### src/rtl/compare_pwm_params.svh
`ifndef COMPARE_PWM_PARAMS_SVH
`define COMPARE_PWM_PARAMS_SVH

// register byte addresses
`define OFS_CONTROL_ONE      12'h000
`define OFS_CONTROL_TWO      12'h004
`define OFS_DUTY_PRIMARY     12'h008
`define OFS_DUTY_SECONDARY   12'h00c
`define OFS_PERIOD           12'h010
`define OFS_TIMER_COUNT      12'h014
`define OFS_STATUS           12'h018

// control_one fields
`define MODE_LSB             0
`define MODE_MSB             2
`define PRESC_LSB            4
`define PRESC_MSB            5

// compare_control_two fields
`define SYNC_LSB             0
`define SYNC_MSB             4
`define FRAC_LSB             8
`define FRAC_MSB             9

// status fields
`define STAT_OUT_BIT         0
`define STAT_FRAC_LSB        1
`define STAT_FRAC_MSB        2

// reset values
`define RST_MODE             3'h0
`define RST_PRESC            2'h0
`define RST_SYNC             5'h00
`define RST_FRAC             2'h0
`define RST_WORD             16'h0000

// compare mode codes that select edge-aligned pwm
`define MODE_PWM_A           3'h6
`define MODE_PWM_B           3'h7

// source select codes
`define SYNC_NONE            5'h00
`define SYNC_TRIG_B          5'h1d
`define SYNC_TRIG_A          5'h1e
`define SYNC_SELF            5'h1f

// timing: instruction cycle is two oscillator (pclk) periods
`define ICY_DIV              2
// prescale ratios, minus one, for select codes 0..3
`define PRESC_R0             8'h00
`define PRESC_R1             8'h03
`define PRESC_R2             8'h07
`define PRESC_R3             8'hff

`endif

### src/rtl/compare_pwm_pkg.sv
package compare_pwm_pkg;

   typedef struct packed {
      logic [2:0]  mode;
      logic [1:0]  presc_sel;
      logic [4:0]  sync_sel;
      logic [1:0]  frac;
      logic [1:0]  frac_act;
      logic [15:0] duty_primary;
      logic [15:0] duty_secondary;
      logic [15:0] period;
      logic [15:0] act_primary;
      logic [15:0] act_secondary;
      logic [15:0] timer;
      logic        icy_en;
      logic [7:0]  presc_cnt;
      logic        pin;
      logic        pready;
      logic        pslverr;
      logic [31:0] prdata;
   } pwm_state_t;

endpackage

### src/rtl/compare_pwm_duty_sync.sv
`timescale 1ns/100ps
`include "compare_pwm_params.svh"
// Summary of operation
// - duty writes any time; active duty latches only at period end
// - duty primary, secondary and period all zero keep the pin low
// - in modes 110 and 111, secondary duty above period keeps the pin high
// - period is (period_value+1) times instruction cycle times prescale ratio
// - instruction cycle is two clock periods
// - duty resolution is log2 of instruction rate over pwm rate times prescale
// - five-bit source select; code 00000 means unsynchronised
// - code 11111 self, 11110 trigger input a, 11101 trigger input b
// - codes 00100..01010 channel sync outputs, 01011..01101 the timers
// - codes 10011..10111, 01110, 01111 channel events; 00001..00011 compares
// - duty fraction bits double-buffered only in modes 110 and 111
module compare_pwm_duty_sync (
   input  wire logic        pclk,
   input  wire logic        presetn,
   input  wire logic        psel,
   input  wire logic        penable,
   input  wire logic        pwrite,
   input  wire logic [11:0] paddr,
   input  wire logic [31:0] pwdata,
   input  wire logic [28:1] source_events,
   input  wire logic        external_trigger_in_a,
   input  wire logic        external_trigger_in_b,
   output logic             pready,
   output logic             pslverr,
   output logic [31:0]      prdata,
   output logic             compare_output_pin,
   output logic             period_event
);

   compare_pwm_pkg::pwm_state_t state_reg;
   compare_pwm_pkg::pwm_state_t state_next;

   logic        pwm_mode;
   logic        tick;
   logic        match;
   logic        sync_hit;
   logic        period_end;
   logic [31:0] src_vec;
   logic [7:0]  presc_max;
   logic        period_event_reg;

   // all selectable sources by code; code 0 and unused slots are zero
   always_comb begin
      src_vec                     = 32'h0000_0000;
      src_vec[28:1]               = source_events;
      src_vec[`SYNC_TRIG_B]       = external_trigger_in_b;
      src_vec[`SYNC_TRIG_A]       = external_trigger_in_a;
      src_vec[`SYNC_SELF]         = tick & match;
   end

   assign pwm_mode = (state_reg.mode == `MODE_PWM_A) || (state_reg.mode == `MODE_PWM_B);

   always_comb begin
      unique case (state_reg.presc_sel)
         2'h0: presc_max = `PRESC_R0;
         2'h1: presc_max = `PRESC_R1;
         2'h2: presc_max = `PRESC_R2;
         2'h3: presc_max = `PRESC_R3;
      endcase
   end

   // timer advances once per instruction cycle per prescale count
   assign tick       = state_reg.icy_en && (state_reg.presc_cnt >= presc_max);
   assign match      = (state_reg.timer == state_reg.period);
   // code zero never restarts the timer
   assign sync_hit   = (state_reg.sync_sel != `SYNC_NONE) &&
                       src_vec[state_reg.sync_sel];
   assign period_end = (tick && match) || sync_hit;

   always_comb begin
      state_next         = state_reg;
      state_next.pready  = 1'b0;
      state_next.pslverr = 1'b0;

      // instruction clock enable: one pulse every second clock
      state_next.icy_en = ~state_reg.icy_en;
      if (state_reg.icy_en) begin
         // a smaller ratio written mid-count restarts the count, no long wrap
         if (state_reg.presc_cnt >= presc_max) begin
            state_next.presc_cnt = 8'h00;
         end else begin
            state_next.presc_cnt = state_reg.presc_cnt + 8'h01;
         end
      end

      // 16-bit time base; resolution follows from period_value width used
      if (sync_hit) begin
         state_next.timer = 16'h0000;
      end else if (tick) begin
         if (match) begin
            state_next.timer = 16'h0000;
         end else begin
            state_next.timer = state_reg.timer + 16'h0001;
         end
      end

      // double buffering of the duty values
      if (period_end) begin
         state_next.act_primary   = state_reg.duty_primary;
         state_next.act_secondary = state_reg.duty_secondary;
      end
      if (!pwm_mode) begin
         state_next.frac_act = state_reg.frac;
      end else if (period_end) begin
         state_next.frac_act = state_reg.frac;
      end

      // output pin
      if (!pwm_mode) begin
         state_next.pin = 1'b0;
      end else if (state_reg.act_secondary > state_reg.period) begin
         state_next.pin = 1'b1;
      end else if (state_reg.act_secondary == 16'h0000) begin
         state_next.pin = 1'b0;
      end else begin
         state_next.pin = (state_reg.timer < state_reg.act_secondary);
      end

      // apb slave: one wait state, answer in the second access cycle
      if (psel && penable && !state_reg.pready) begin
         state_next.pready = 1'b1;
         state_next.prdata = 32'h0000_0000;
         unique case (paddr)
            `OFS_CONTROL_ONE: begin
               if (pwrite) begin
                  state_next.mode      = pwdata[`MODE_MSB:`MODE_LSB];
                  state_next.presc_sel = pwdata[`PRESC_MSB:`PRESC_LSB];
               end else begin
                  state_next.prdata[`MODE_MSB:`MODE_LSB]   = state_reg.mode;
                  state_next.prdata[`PRESC_MSB:`PRESC_LSB] = state_reg.presc_sel;
               end
            end
            `OFS_CONTROL_TWO: begin
               if (pwrite) begin
                  state_next.sync_sel = pwdata[`SYNC_MSB:`SYNC_LSB];
                  state_next.frac     = pwdata[`FRAC_MSB:`FRAC_LSB];
               end else begin
                  state_next.prdata[`SYNC_MSB:`SYNC_LSB] = state_reg.sync_sel;
                  state_next.prdata[`FRAC_MSB:`FRAC_LSB] = state_reg.frac;
               end
            end
            `OFS_DUTY_PRIMARY: begin
               if (pwrite) begin
                  state_next.duty_primary = pwdata[15:0];
               end else begin
                  state_next.prdata[15:0] = state_reg.duty_primary;
               end
            end
            `OFS_DUTY_SECONDARY: begin
               if (pwrite) begin
                  state_next.duty_secondary = pwdata[15:0];
               end else begin
                  state_next.prdata[15:0] = state_reg.duty_secondary;
               end
            end
            `OFS_PERIOD: begin
               if (pwrite) begin
                  state_next.period = pwdata[15:0];
               end else begin
                  state_next.prdata[15:0] = state_reg.period;
               end
            end
            `OFS_TIMER_COUNT: begin
               if (!pwrite) begin
                  state_next.prdata[15:0] = state_reg.timer;
               end
            end
            `OFS_STATUS: begin
               if (!pwrite) begin
                  state_next.prdata[`STAT_OUT_BIT]                 = state_reg.pin;
                  state_next.prdata[`STAT_FRAC_MSB:`STAT_FRAC_LSB] = state_reg.frac_act;
               end
            end
            default: begin
               state_next.pslverr = 1'b1;
            end
         endcase
      end
   end

   always_ff @(posedge pclk or negedge presetn) begin
      if (!presetn) begin
         state_reg.mode           <= `RST_MODE;
         state_reg.presc_sel      <= `RST_PRESC;
         state_reg.sync_sel       <= `RST_SYNC;
         state_reg.frac           <= `RST_FRAC;
         state_reg.frac_act       <= `RST_FRAC;
         state_reg.duty_primary   <= `RST_WORD;
         state_reg.duty_secondary <= `RST_WORD;
         state_reg.period         <= `RST_WORD;
         state_reg.act_primary    <= `RST_WORD;
         state_reg.act_secondary  <= `RST_WORD;
         state_reg.timer          <= `RST_WORD;
         state_reg.icy_en         <= 1'b0;
         state_reg.presc_cnt      <= 8'h00;
         state_reg.pin            <= 1'b0;
         state_reg.pready         <= 1'b0;
         state_reg.pslverr        <= 1'b0;
         state_reg.prdata         <= 32'h0000_0000;
         period_event_reg         <= 1'b0;
      end else begin
         state_reg                <= state_next;
         period_event_reg         <= period_end;
      end
   end

   assign pready             = state_reg.pready;
   assign pslverr            = state_reg.pslverr;
   assign prdata             = state_reg.prdata;
   assign compare_output_pin = state_reg.pin;
   assign period_event       = period_event_reg;
endmodule

### config.mk
export PLATFORM = sky130hd
export DESIGN_NAME = compare_pwm_duty_sync
export DESIGN_NICKNAME = d
export VERILOG_FILES = /design/src/rtl/compare_pwm_pkg.sv /design/src/rtl/compare_pwm_duty_sync.sv
export VERILOG_INCLUDE_DIRS = /design/src /design/src/rtl
export SDC_FILE = /design/constraint.sdc
export NUM_CORES = 1
export LEC_CHECK = 0
export BUFFER_PORTS_ARGS = -buffer_cell sky130_fd_sc_hd__buf_2
export CAP_MARGIN = 20
export CORE_MARGIN = 2
export CORE_UTILIZATION = 50
export CTS_CLUSTER_SIZE = 8
export DETAILED_ROUTE_END_ITERATION = 16
export GPL_ROUTABILITY_DRIVEN = 0
export GPL_TIMING_DRIVEN = 0
export HOLD_SLACK_MARGIN = 0.03
export PLACE_DENSITY_LB_ADDON = 0.05
export SETUP_SLACK_MARGIN = 0.5
export SLEW_MARGIN = 15
export SYNTH_ARGS = -nofsm -noshare
export SYNTH_HDL_FRONTEND = slang
export SYNTH_SLANG_ARGS = --single-unit
export TNS_END_PERCENT = 20
### constraint.sdc
create_clock -name pclk -period 3.2 [get_ports pclk]
set_input_delay 0.16 -clock pclk [delete_from_list [all_inputs] [get_ports pclk]]
set_output_delay 0.16 -clock pclk [all_outputs]
set_load 0.03 [all_outputs]
==> run metrics, run 1 <==
status finished clean; std cell rows 43; Power Dens Cells 488 nW/um^2; height of the die approximately 120 um; share of total power in sequential cells about two fifths; busiest layer in global routing met2; cell type group with the largest total delay on the critical path compound AO/OA/AOI/OAI gates; number of distinct library cell variants in the gate-level netlist after synthesis 60; count of buffer and inverter cells on the critical path 1; sequential area share after synthesis 42.7%; global route overflow 0; drt via density 5.78; CORE AREA 14000 sq um; peak supply drop 0.000406 V; main combinational cell family by area after synthesis multiplexers; reported leakage power between 4 and 5 nW; synth cell count leaders sky130_fd_sc_hd__dfrtp_1, sky130_fd_sc_hd__mux2_2, sky130_fd_sc_hd__nand2_1, sky130_fd_sc_hd__inv_1, sky130_fd_sc_hd__ha_1; maximum fanout along the worst path 6; H-tree Lvls 4; category of the worst setup path capture point flop; worst hold slack after final layout 0.0311 ns; layout net count approximately 940; kind of start point of the critical path flop; number of hold violations in the final report 0; slew at the pin with the worst max-slew slack 1.02 ns; critical path required time 3.51 ns; Tot GR Track Use between 20% and 30%; DRC Markers 0; kind of critical path flop to flop; CTS buffer count 17; Post-Synthesis Mean Instance Area 10.5 sq um; cell count after synthesis 685; Detailed Route WL 19.4 mm; net switching fraction of the power 27.1%; master of the slowest instance on the critical path sky130_fd_sc_hd__o32a_4; global-route met3 utilization 5.49%; kind of path behind the tightest hold check input pin to flop; Combinational Power Share between 10% and 20%; area of the die 15400 sq um; final std cells w/o fill 1017; clk_lat worst skew between 0.4 and 0.5 ns; synthesis-to-layout area growth 23.7%; Worst-path clk slew 0.06 ns; Diodes inserted 0; boundary pin count ~120; Max Buffers Root-to-Sink 2; post-synthesis share of cell area spent on xor and xnor gates 4.13%; area share of fa/ha/maj cells after synthesis under 10%; number of flops mapped to enable cells by yosys 0; clock period minus final worst setup slack 2.67 ns; met2 demand-to-capacity share in global routing 40.9%; relative contribution of the clock network to total power 46.1%; first-pass GRT wire length 30.2 mm; portion of netlist area occupied by mux cells approximately 14%; endpoints failing setup 0; average wire per cell in the routed design 19.0 um; Syn Std Cell Area 7210 sq um; most instantiated library cell after synthesis sky130_fd_sc_hd__dfrtp_1; Simple-Gate Fraction of Synth Area 12.6%; share of the synthesized area in the top cell type 42.7%; highest attainable clock frequency approximately 370 MHz; Horiz. Die Dim 124 um; fill cell total of the finished layout ~1100; flip-flop and latch count after synthesis 123; max-slew violation count 0; I/O Buffers 79; most area-hungry cell type in the Yosys netlist sky130_fd_sc_hd__dfrtp_1; sinks on the clock net 123; number of warnings reported in the yosys synthesis log 0; arrival time of data at the critical path endpoint 2.98 ns; HPWL Detailed 14.1 mm; antenna-violating nets left 0; largest net degree at the start of global routing 75; cell area after placement around 7900 sq um; drt first-iter violations 563; setup slack of the critical path after layout 0.532 ns; internal power consumption between 3 and 4 mW; count of maximum capacitance violations 0; clock skew after layout 0.00562 ns; cell area after layout slightly below 9000 sq um; fraction of the mapped netlist area in compound gates between 10% and 20%; TritonCTS clock tree built; most used flip-flop cell after synthesis sky130_fd_sc_hd__dfrtp_1; total iterations of the first detailed-routing run 6; net switching component of the power 1.18 mW; placed cells between 900 and 1000; flip-flop count of the largest register, all copies and words added 103; final clock period utilization by the worst path between 80% and 90%; CTS Root Buffer Type sky130_fd_sc_hd__clkbuf_16; total number of vias a little under 6000; initial antenna violation count 0; via count of the first global-routing pass between 5000 and 6000; setup repair after global routing missed its margin no; proportion of layout cells with a drive suffix above 1 31.2%; effective utilization at floorplan 51.5%; worst-path cell chain nand2_4 > ha_1 > nand4_1 > or2_2 > o32a_4 > o211a_4 > nand2_8 > clkbuf_16 > mux2_2; Max-slew headroom 32.2%; ys async rst share 100%; synth top area cells sky130_fd_sc_hd__dfrtp_1, sky130_fd_sc_hd__mux2_2, sky130_fd_sc_hd__ha_1; met1 Track Usage GR 36.7%; Crit path largest cell delay 0.41 ns; post-placement worst setup slack -0.108 ns
[area by class of cell]
type	instances	area (sq um)	share of cell area (%)
buffer	63	435	4.89
clock inverter	11	143	1.60
multi-input combinational	469	3720	41.7
timing repair buffer	105	672	7.54
sequential	123	3080	34.6
tap	180	225	2.53
inverter	45	169	1.90
clock buffer	21	470	5.28
[worst paths after layout]
path	startpoint	to	slack [ns]	depth (start not counted)
worst max-delay path	state_reg[149]	state_reg[68]	0.53	9
worst min-delay path	pwdata[4]	state_reg[96]	0.03	3
worst max register to register	state_reg[149]	state_reg[68]	0.53	9
worst min register to register	prdata[0]	prdata[0]	0.49	2
max in group asynchronous	presetn	state_reg[122]	2.22	3
min in group asynchronous	presetn	state_reg[40]	0.23	2
[tightest hold or removal path: cells and delay by family]
family,cells,cell delay (ns)
AO/OA/AOI/OAI,1,0.07
AND/OR/NAND/NOR,1,0.05
buffers and inverters,1,0.13
[through the flow]
| stage | TNS (ns) | util (%) | power (mW) |
|---|---|---|---|
| after detailed placement | -1.06 | 56.7 | 2.27 |
| final | 0 | 63.7 | 4.35 |
| after global routing | 0 | 63.7 | 4.52 |
| after floorplan | 0 | - | 2.06 |
| after CTS | 0 | 62.7 | 4.34 |
| after global placement | -0.392 | 56.4 | 2.25 |
[power groups by stage]
stage	Combinational, mW	Sequential, mW	Clock [mW]
2_1_floorplan	0.371	1.69	0
3_3_place_gp	0.524	1.72	0
3_5_place_dp	0.547	1.73	0
4_1_cts	0.613	1.70	2.02
5_1_grt	0.720	1.71	2.09
6_report	0.641	1.70	2.00
[cell families after synthesis]
group / Yosys count
AO/OA/AOI/OAI: 120
XOR/XNOR: 34
adder cells (fa/ha/maj): 41
buffers and inverters: 108
flip-flops: 123
multiplexers: 84
other: 1
AND/OR/NAND/NOR: 174
[cell usage in the layout, fill, tap and decap left out, drive strengths merged, types with 5 or more instances in the layout]
master | synthesis | layout
a21o | 7 | 7
a21oi | 27 | 27
a221oi | 5 | 5
a222oi | 7 | 7
a22o | 11 | 11
buf | 45 | 131
clkbuf | 18 | 42
clkinvlp | 0 | 5
conb | 1 | 16
dfrtp | 123 | 123
dlygate4sd3 | 0 | 16
ha | 41 | 41
inv | 44 | 44
mux2 | 67 | 67
mux2i | 12 | 12
mux4 | 5 | 5
nand2 | 48 | 48
nand2b | 5 | 5
nand3 | 18 | 18
nand4 | 13 | 13
nor2 | 32 | 32
nor2b | 6 | 6
nor3 | 17 | 17
nor4 | 16 | 16
o21ai | 30 | 30
xnor2 | 14 | 14
xor2 | 20 | 20
[repair_timing]
action                                  CTS  global route
hold buffers                             16             0
gates resized for setup                  13            18
setup buffers                             1             5
hold endpoints to repair                 91             0
endpoints found under the setup margin   36            26
pin swaps                                 1             4
gates cloned                              0             1
[layer usage]
layer	vias up	wire [um]	share of wire, %
li1	2698	-	-
met1	2927	8590	44
met2	211	9070	47
met3	39	1190	6.2
met4	0	497	2.6
met5	-	0	0
Power figures use the tool's default switching activity.
==> run 2, diff against run 1 <==
==> constraint.sdc (replaced) <==
create_clock -name pclk -period 2.65 [get_ports pclk]
set_input_delay 0.1325 -clock pclk [delete_from_list [all_inputs] [get_ports pclk]]
set_output_delay 0.1325 -clock pclk [all_outputs]
set_load 0.03 [all_outputs]
==> run 2 against run 1 <==
Against the previous run: first-iteration DRC count shrank 12%; cell count increased by 1.3%; hold slack better by 0.024 ns; die area did not move; fmax is 6.2% higher; largest power group unchanged; critical endpoint is now state_reg[57]; count of clock-buffer cells in the layout down 2; critical path depth rose by 2; setup slack got worse by 0.39 ns; highest routed layer unchanged; clock skew grew 0.0040 ns; combinational power increased by 68%; sequential share of layout area shrank 1.8 points.
==> run metrics, run 2 (synthesis gave the netlist of run 1 again) <==
status finished clean; Tot GR Track Use 27.7% (+1.2 points); height of the die 124 um (unchanged); largest net degree at the start of global routing 71 (-5.3%); I/O Buffers 79 (unchanged); kind of path behind the tightest hold check input pin to flop; total iterations of the first detailed-routing run 8 (+2); internal power consumption 4.05 mW (+28%); clock period minus final worst setup slack 2.51 ns (-0.156 ns); placed cells 960 (-0.10%); register-to-register path setup slack 0.14 ns (-0.39 ns); drt via density 5.64 (-2.3%); Max Buffers Root-to-Sink 2 (unchanged); detailed-routed wire length on met2 9.46 mm (+4.3%); synthesis-to-layout area growth 30.5%; CORE AREA 14000 sq um (unchanged); most frequent cell on the critical path sky130_fd_sc_hd__buf_8; global route overflow 0 (unchanged); kind of start point of the critical path flop; area of the die 15400 sq um (unchanged); category of the worst setup path capture point flop; highest attainable clock frequency 398 MHz (+6.2%); final clock period utilization by the worst path 94.8% (+11 points); maximum fanout along the worst path 6 (unchanged); reg-to-reg endpoint state_reg[57]; cell count of the worst reg-to-reg path 11 (+2); share of total power in sequential cells 36.8% (-2.4 points); drt first-iter violations 496 (-12%); CTS Root Buffer Type sky130_fd_sc_hd__clkbuf_16; sinks on the clock net 123 (unchanged); relative contribution of the clock network to total power 44.0% (-2.1 points); DRC Markers 0 (unchanged); peak supply drop 0.000483 V (+19%); via count of the first global-routing pass 5915 (+4.2%); reported leakage power 4.58 nW (+5.3%); arrival time of data at the critical path endpoint 2.87 ns (-0.11 ns); launching point of the worst reg2reg path state_reg[149]; Crit path largest cell delay 0.41 ns (about the same); worst-path cell chain or2_4 > ha_4 > nand2b_4 > a2111oi_4 > o32a_4 > o211a_4 > nand2_8 > buf_8 > buf_4 > buf_8 > nor2_1; std cell rows 43 (unchanged); initial antenna violation count 0 (unchanged); total number of vias 5812 (-1.1%); max-slew violation count 0 (unchanged); Diodes inserted 0 (unchanged); H-tree Lvls 4 (unchanged); flip-flop count of the largest register, all copies and words added 103 (unchanged); fill cell total of the finished layout 1091 (-4.5%); final std cells w/o fill 1030 (+1.3%); clock skew after layout 0.00964 ns (+0.00401 ns); Power Dens Cells 596 nW/um^2 (+22%); count of maximum capacitance violations 0 (unchanged); Worst-path clk slew 0.06 ns (about the same); slew at the pin with the worst max-slew slack 0.755 ns (-0.262 ns); top library cells by usage in the layout, fill and taps aside sky130_fd_sc_hd__dfrtp_1, sky130_fd_sc_hd__buf_2, sky130_fd_sc_hd__buf_4, sky130_fd_sc_hd__nand2_1, sky130_fd_sc_hd__inv_1; wire length on met3 997 um (-16%); Met1 Wirelength 8.81 mm (+2.5%); CTS buffer count 17 (unchanged); HPWL Detailed 14.1 mm (-0.12%); Max-slew headroom 49.2% (+17 points); average wire per cell in the routed design 19.1 um (+0.41%); antenna-violating nets left 0 (unchanged); number of hold violations in the final report 0 (unchanged); boundary pin count 115 (unchanged); setup repair after global routing missed its margin yes; layout net count 959 (+1.6%); uppermost metal layer occupied by signal nets met4; endpoints failing setup 0 (unchanged); master of the slowest instance on the critical path sky130_fd_sc_hd__dfrtp_1; critical path required time 3.01 ns (-0.50 ns); Detailed Route WL 19.7 mm (+1.7%); first-pass GRT wire length 31.8 mm (+5.4%); net switching component of the power 1.56 mW (+32%); worst hold slack after final layout 0.0555 ns (+0.0243 ns); kind of critical path flop to flop; TritonCTS clock tree built; Combinational Power Share 19.2% (+4.5 points); proportion of layout cells with a drive suffix above 1 35.4% (+4.2 points); commonest non-fill, non-tap cell in the layout sky130_fd_sc_hd__dfrtp_1; Horiz. Die Dim 124 um (unchanged); effective utilization at floorplan 51.5% (unchanged); net switching fraction of the power 27.8% (+0.70 points); Worst Setup EP state_reg[57]; launching element of the worst setup path state_reg[149]; clk_lat worst skew 0.43 ns (about the same)
==> run 2: stage by stage <==
stage | cell area (sq um) | TNS, ns | utilization (%) | worst slack [ns] | total power [mW]
final | 9410 | 0 | 67.2 | 0.138 | 5.60
after detailed placement | 8100 | -16.00 | 57.9 | -0.400 | 2.82
after global routing | 9410 | 0 | 67.2 | 0.0581 | 5.83
after global placement | 8060 | -32.70 | 57.6 | -0.366 | 2.78
after CTS | 9250 | 0 | 66.1 | 0.118 | 5.44
after floorplan | 7440 | 0 | - | 0.126 | 2.56
==> run 2: worst min-delay path by stage <==
stage                     startpoint            endpoint  slack (ns)  depth (start not counted)
final                      paddr[11]             pslverr        0.06                          3
after global routing        paddr[8]             pslverr        0.07                          3
after CTS                   paddr[8]             pslverr        0.05                          3
after detailed placement     presetn       state_reg[39]        0.12                          1
after global placement        pwrite           prdata[5]        0.35                          2
after floorplan              presetn  compare_output_pin       -0.16                          0
==> run 2: area by class of cell <==
class / count / area [sq um] / share of cell area (%)
Multi-Input combinational cell: 469 / 4020 / 42.8
Sequential cell: 123 / 3080 / 32.7
Timing Repair Buffer: 120 / 833 / 8.86
Buffer: 63 / 464 / 4.94
Clock buffer: 19 / 443 / 4.71
Tap cell: 180 / 225 / 2.39
Clock inverter: 11 / 170 / 1.81
Inverter: 45 / 169 / 1.80
==> run 2: timing repair <==
action,4_1_cts,5_1_grt
gates resized for setup,40,30
setup buffers,14,6
cloned,2,0
endpoints found under the setup margin,118,119
hold endpoints to repair,103,0
hold buffers,18,0
pin swaps,13,12
==> run 2: power by group through the flow <==
stage / sequential, mW / combinational, mW / clock, mW
floorplan: 2.05 / 0.510 / 0
global placement: 2.09 / 0.698 / 0
detailed placement: 2.09 / 0.731 / 0
CTS: 2.06 / 0.917 / 2.47
global route: 2.07 / 1.19 / 2.57
finish: 2.06 / 1.08 / 2.46
==> run 2: worst max-delay path: cells and delay by family, from the launching register on <==
kind,cells,cell delay (ns)
buffers and inverters,3,0.41
and+or+nand+nor,4,0.61
DFF,1,0.41
adders and majority gates,1,0.21
AOI/OAI and AO/OA,3,0.78
==> run 2: layer usage <==
layer,vias up,track usage (%)
met2,176,44.0
li1,2734,-
met1,2867,37.6
met4,0,10.1
met3,35,5.40
met5,-,0
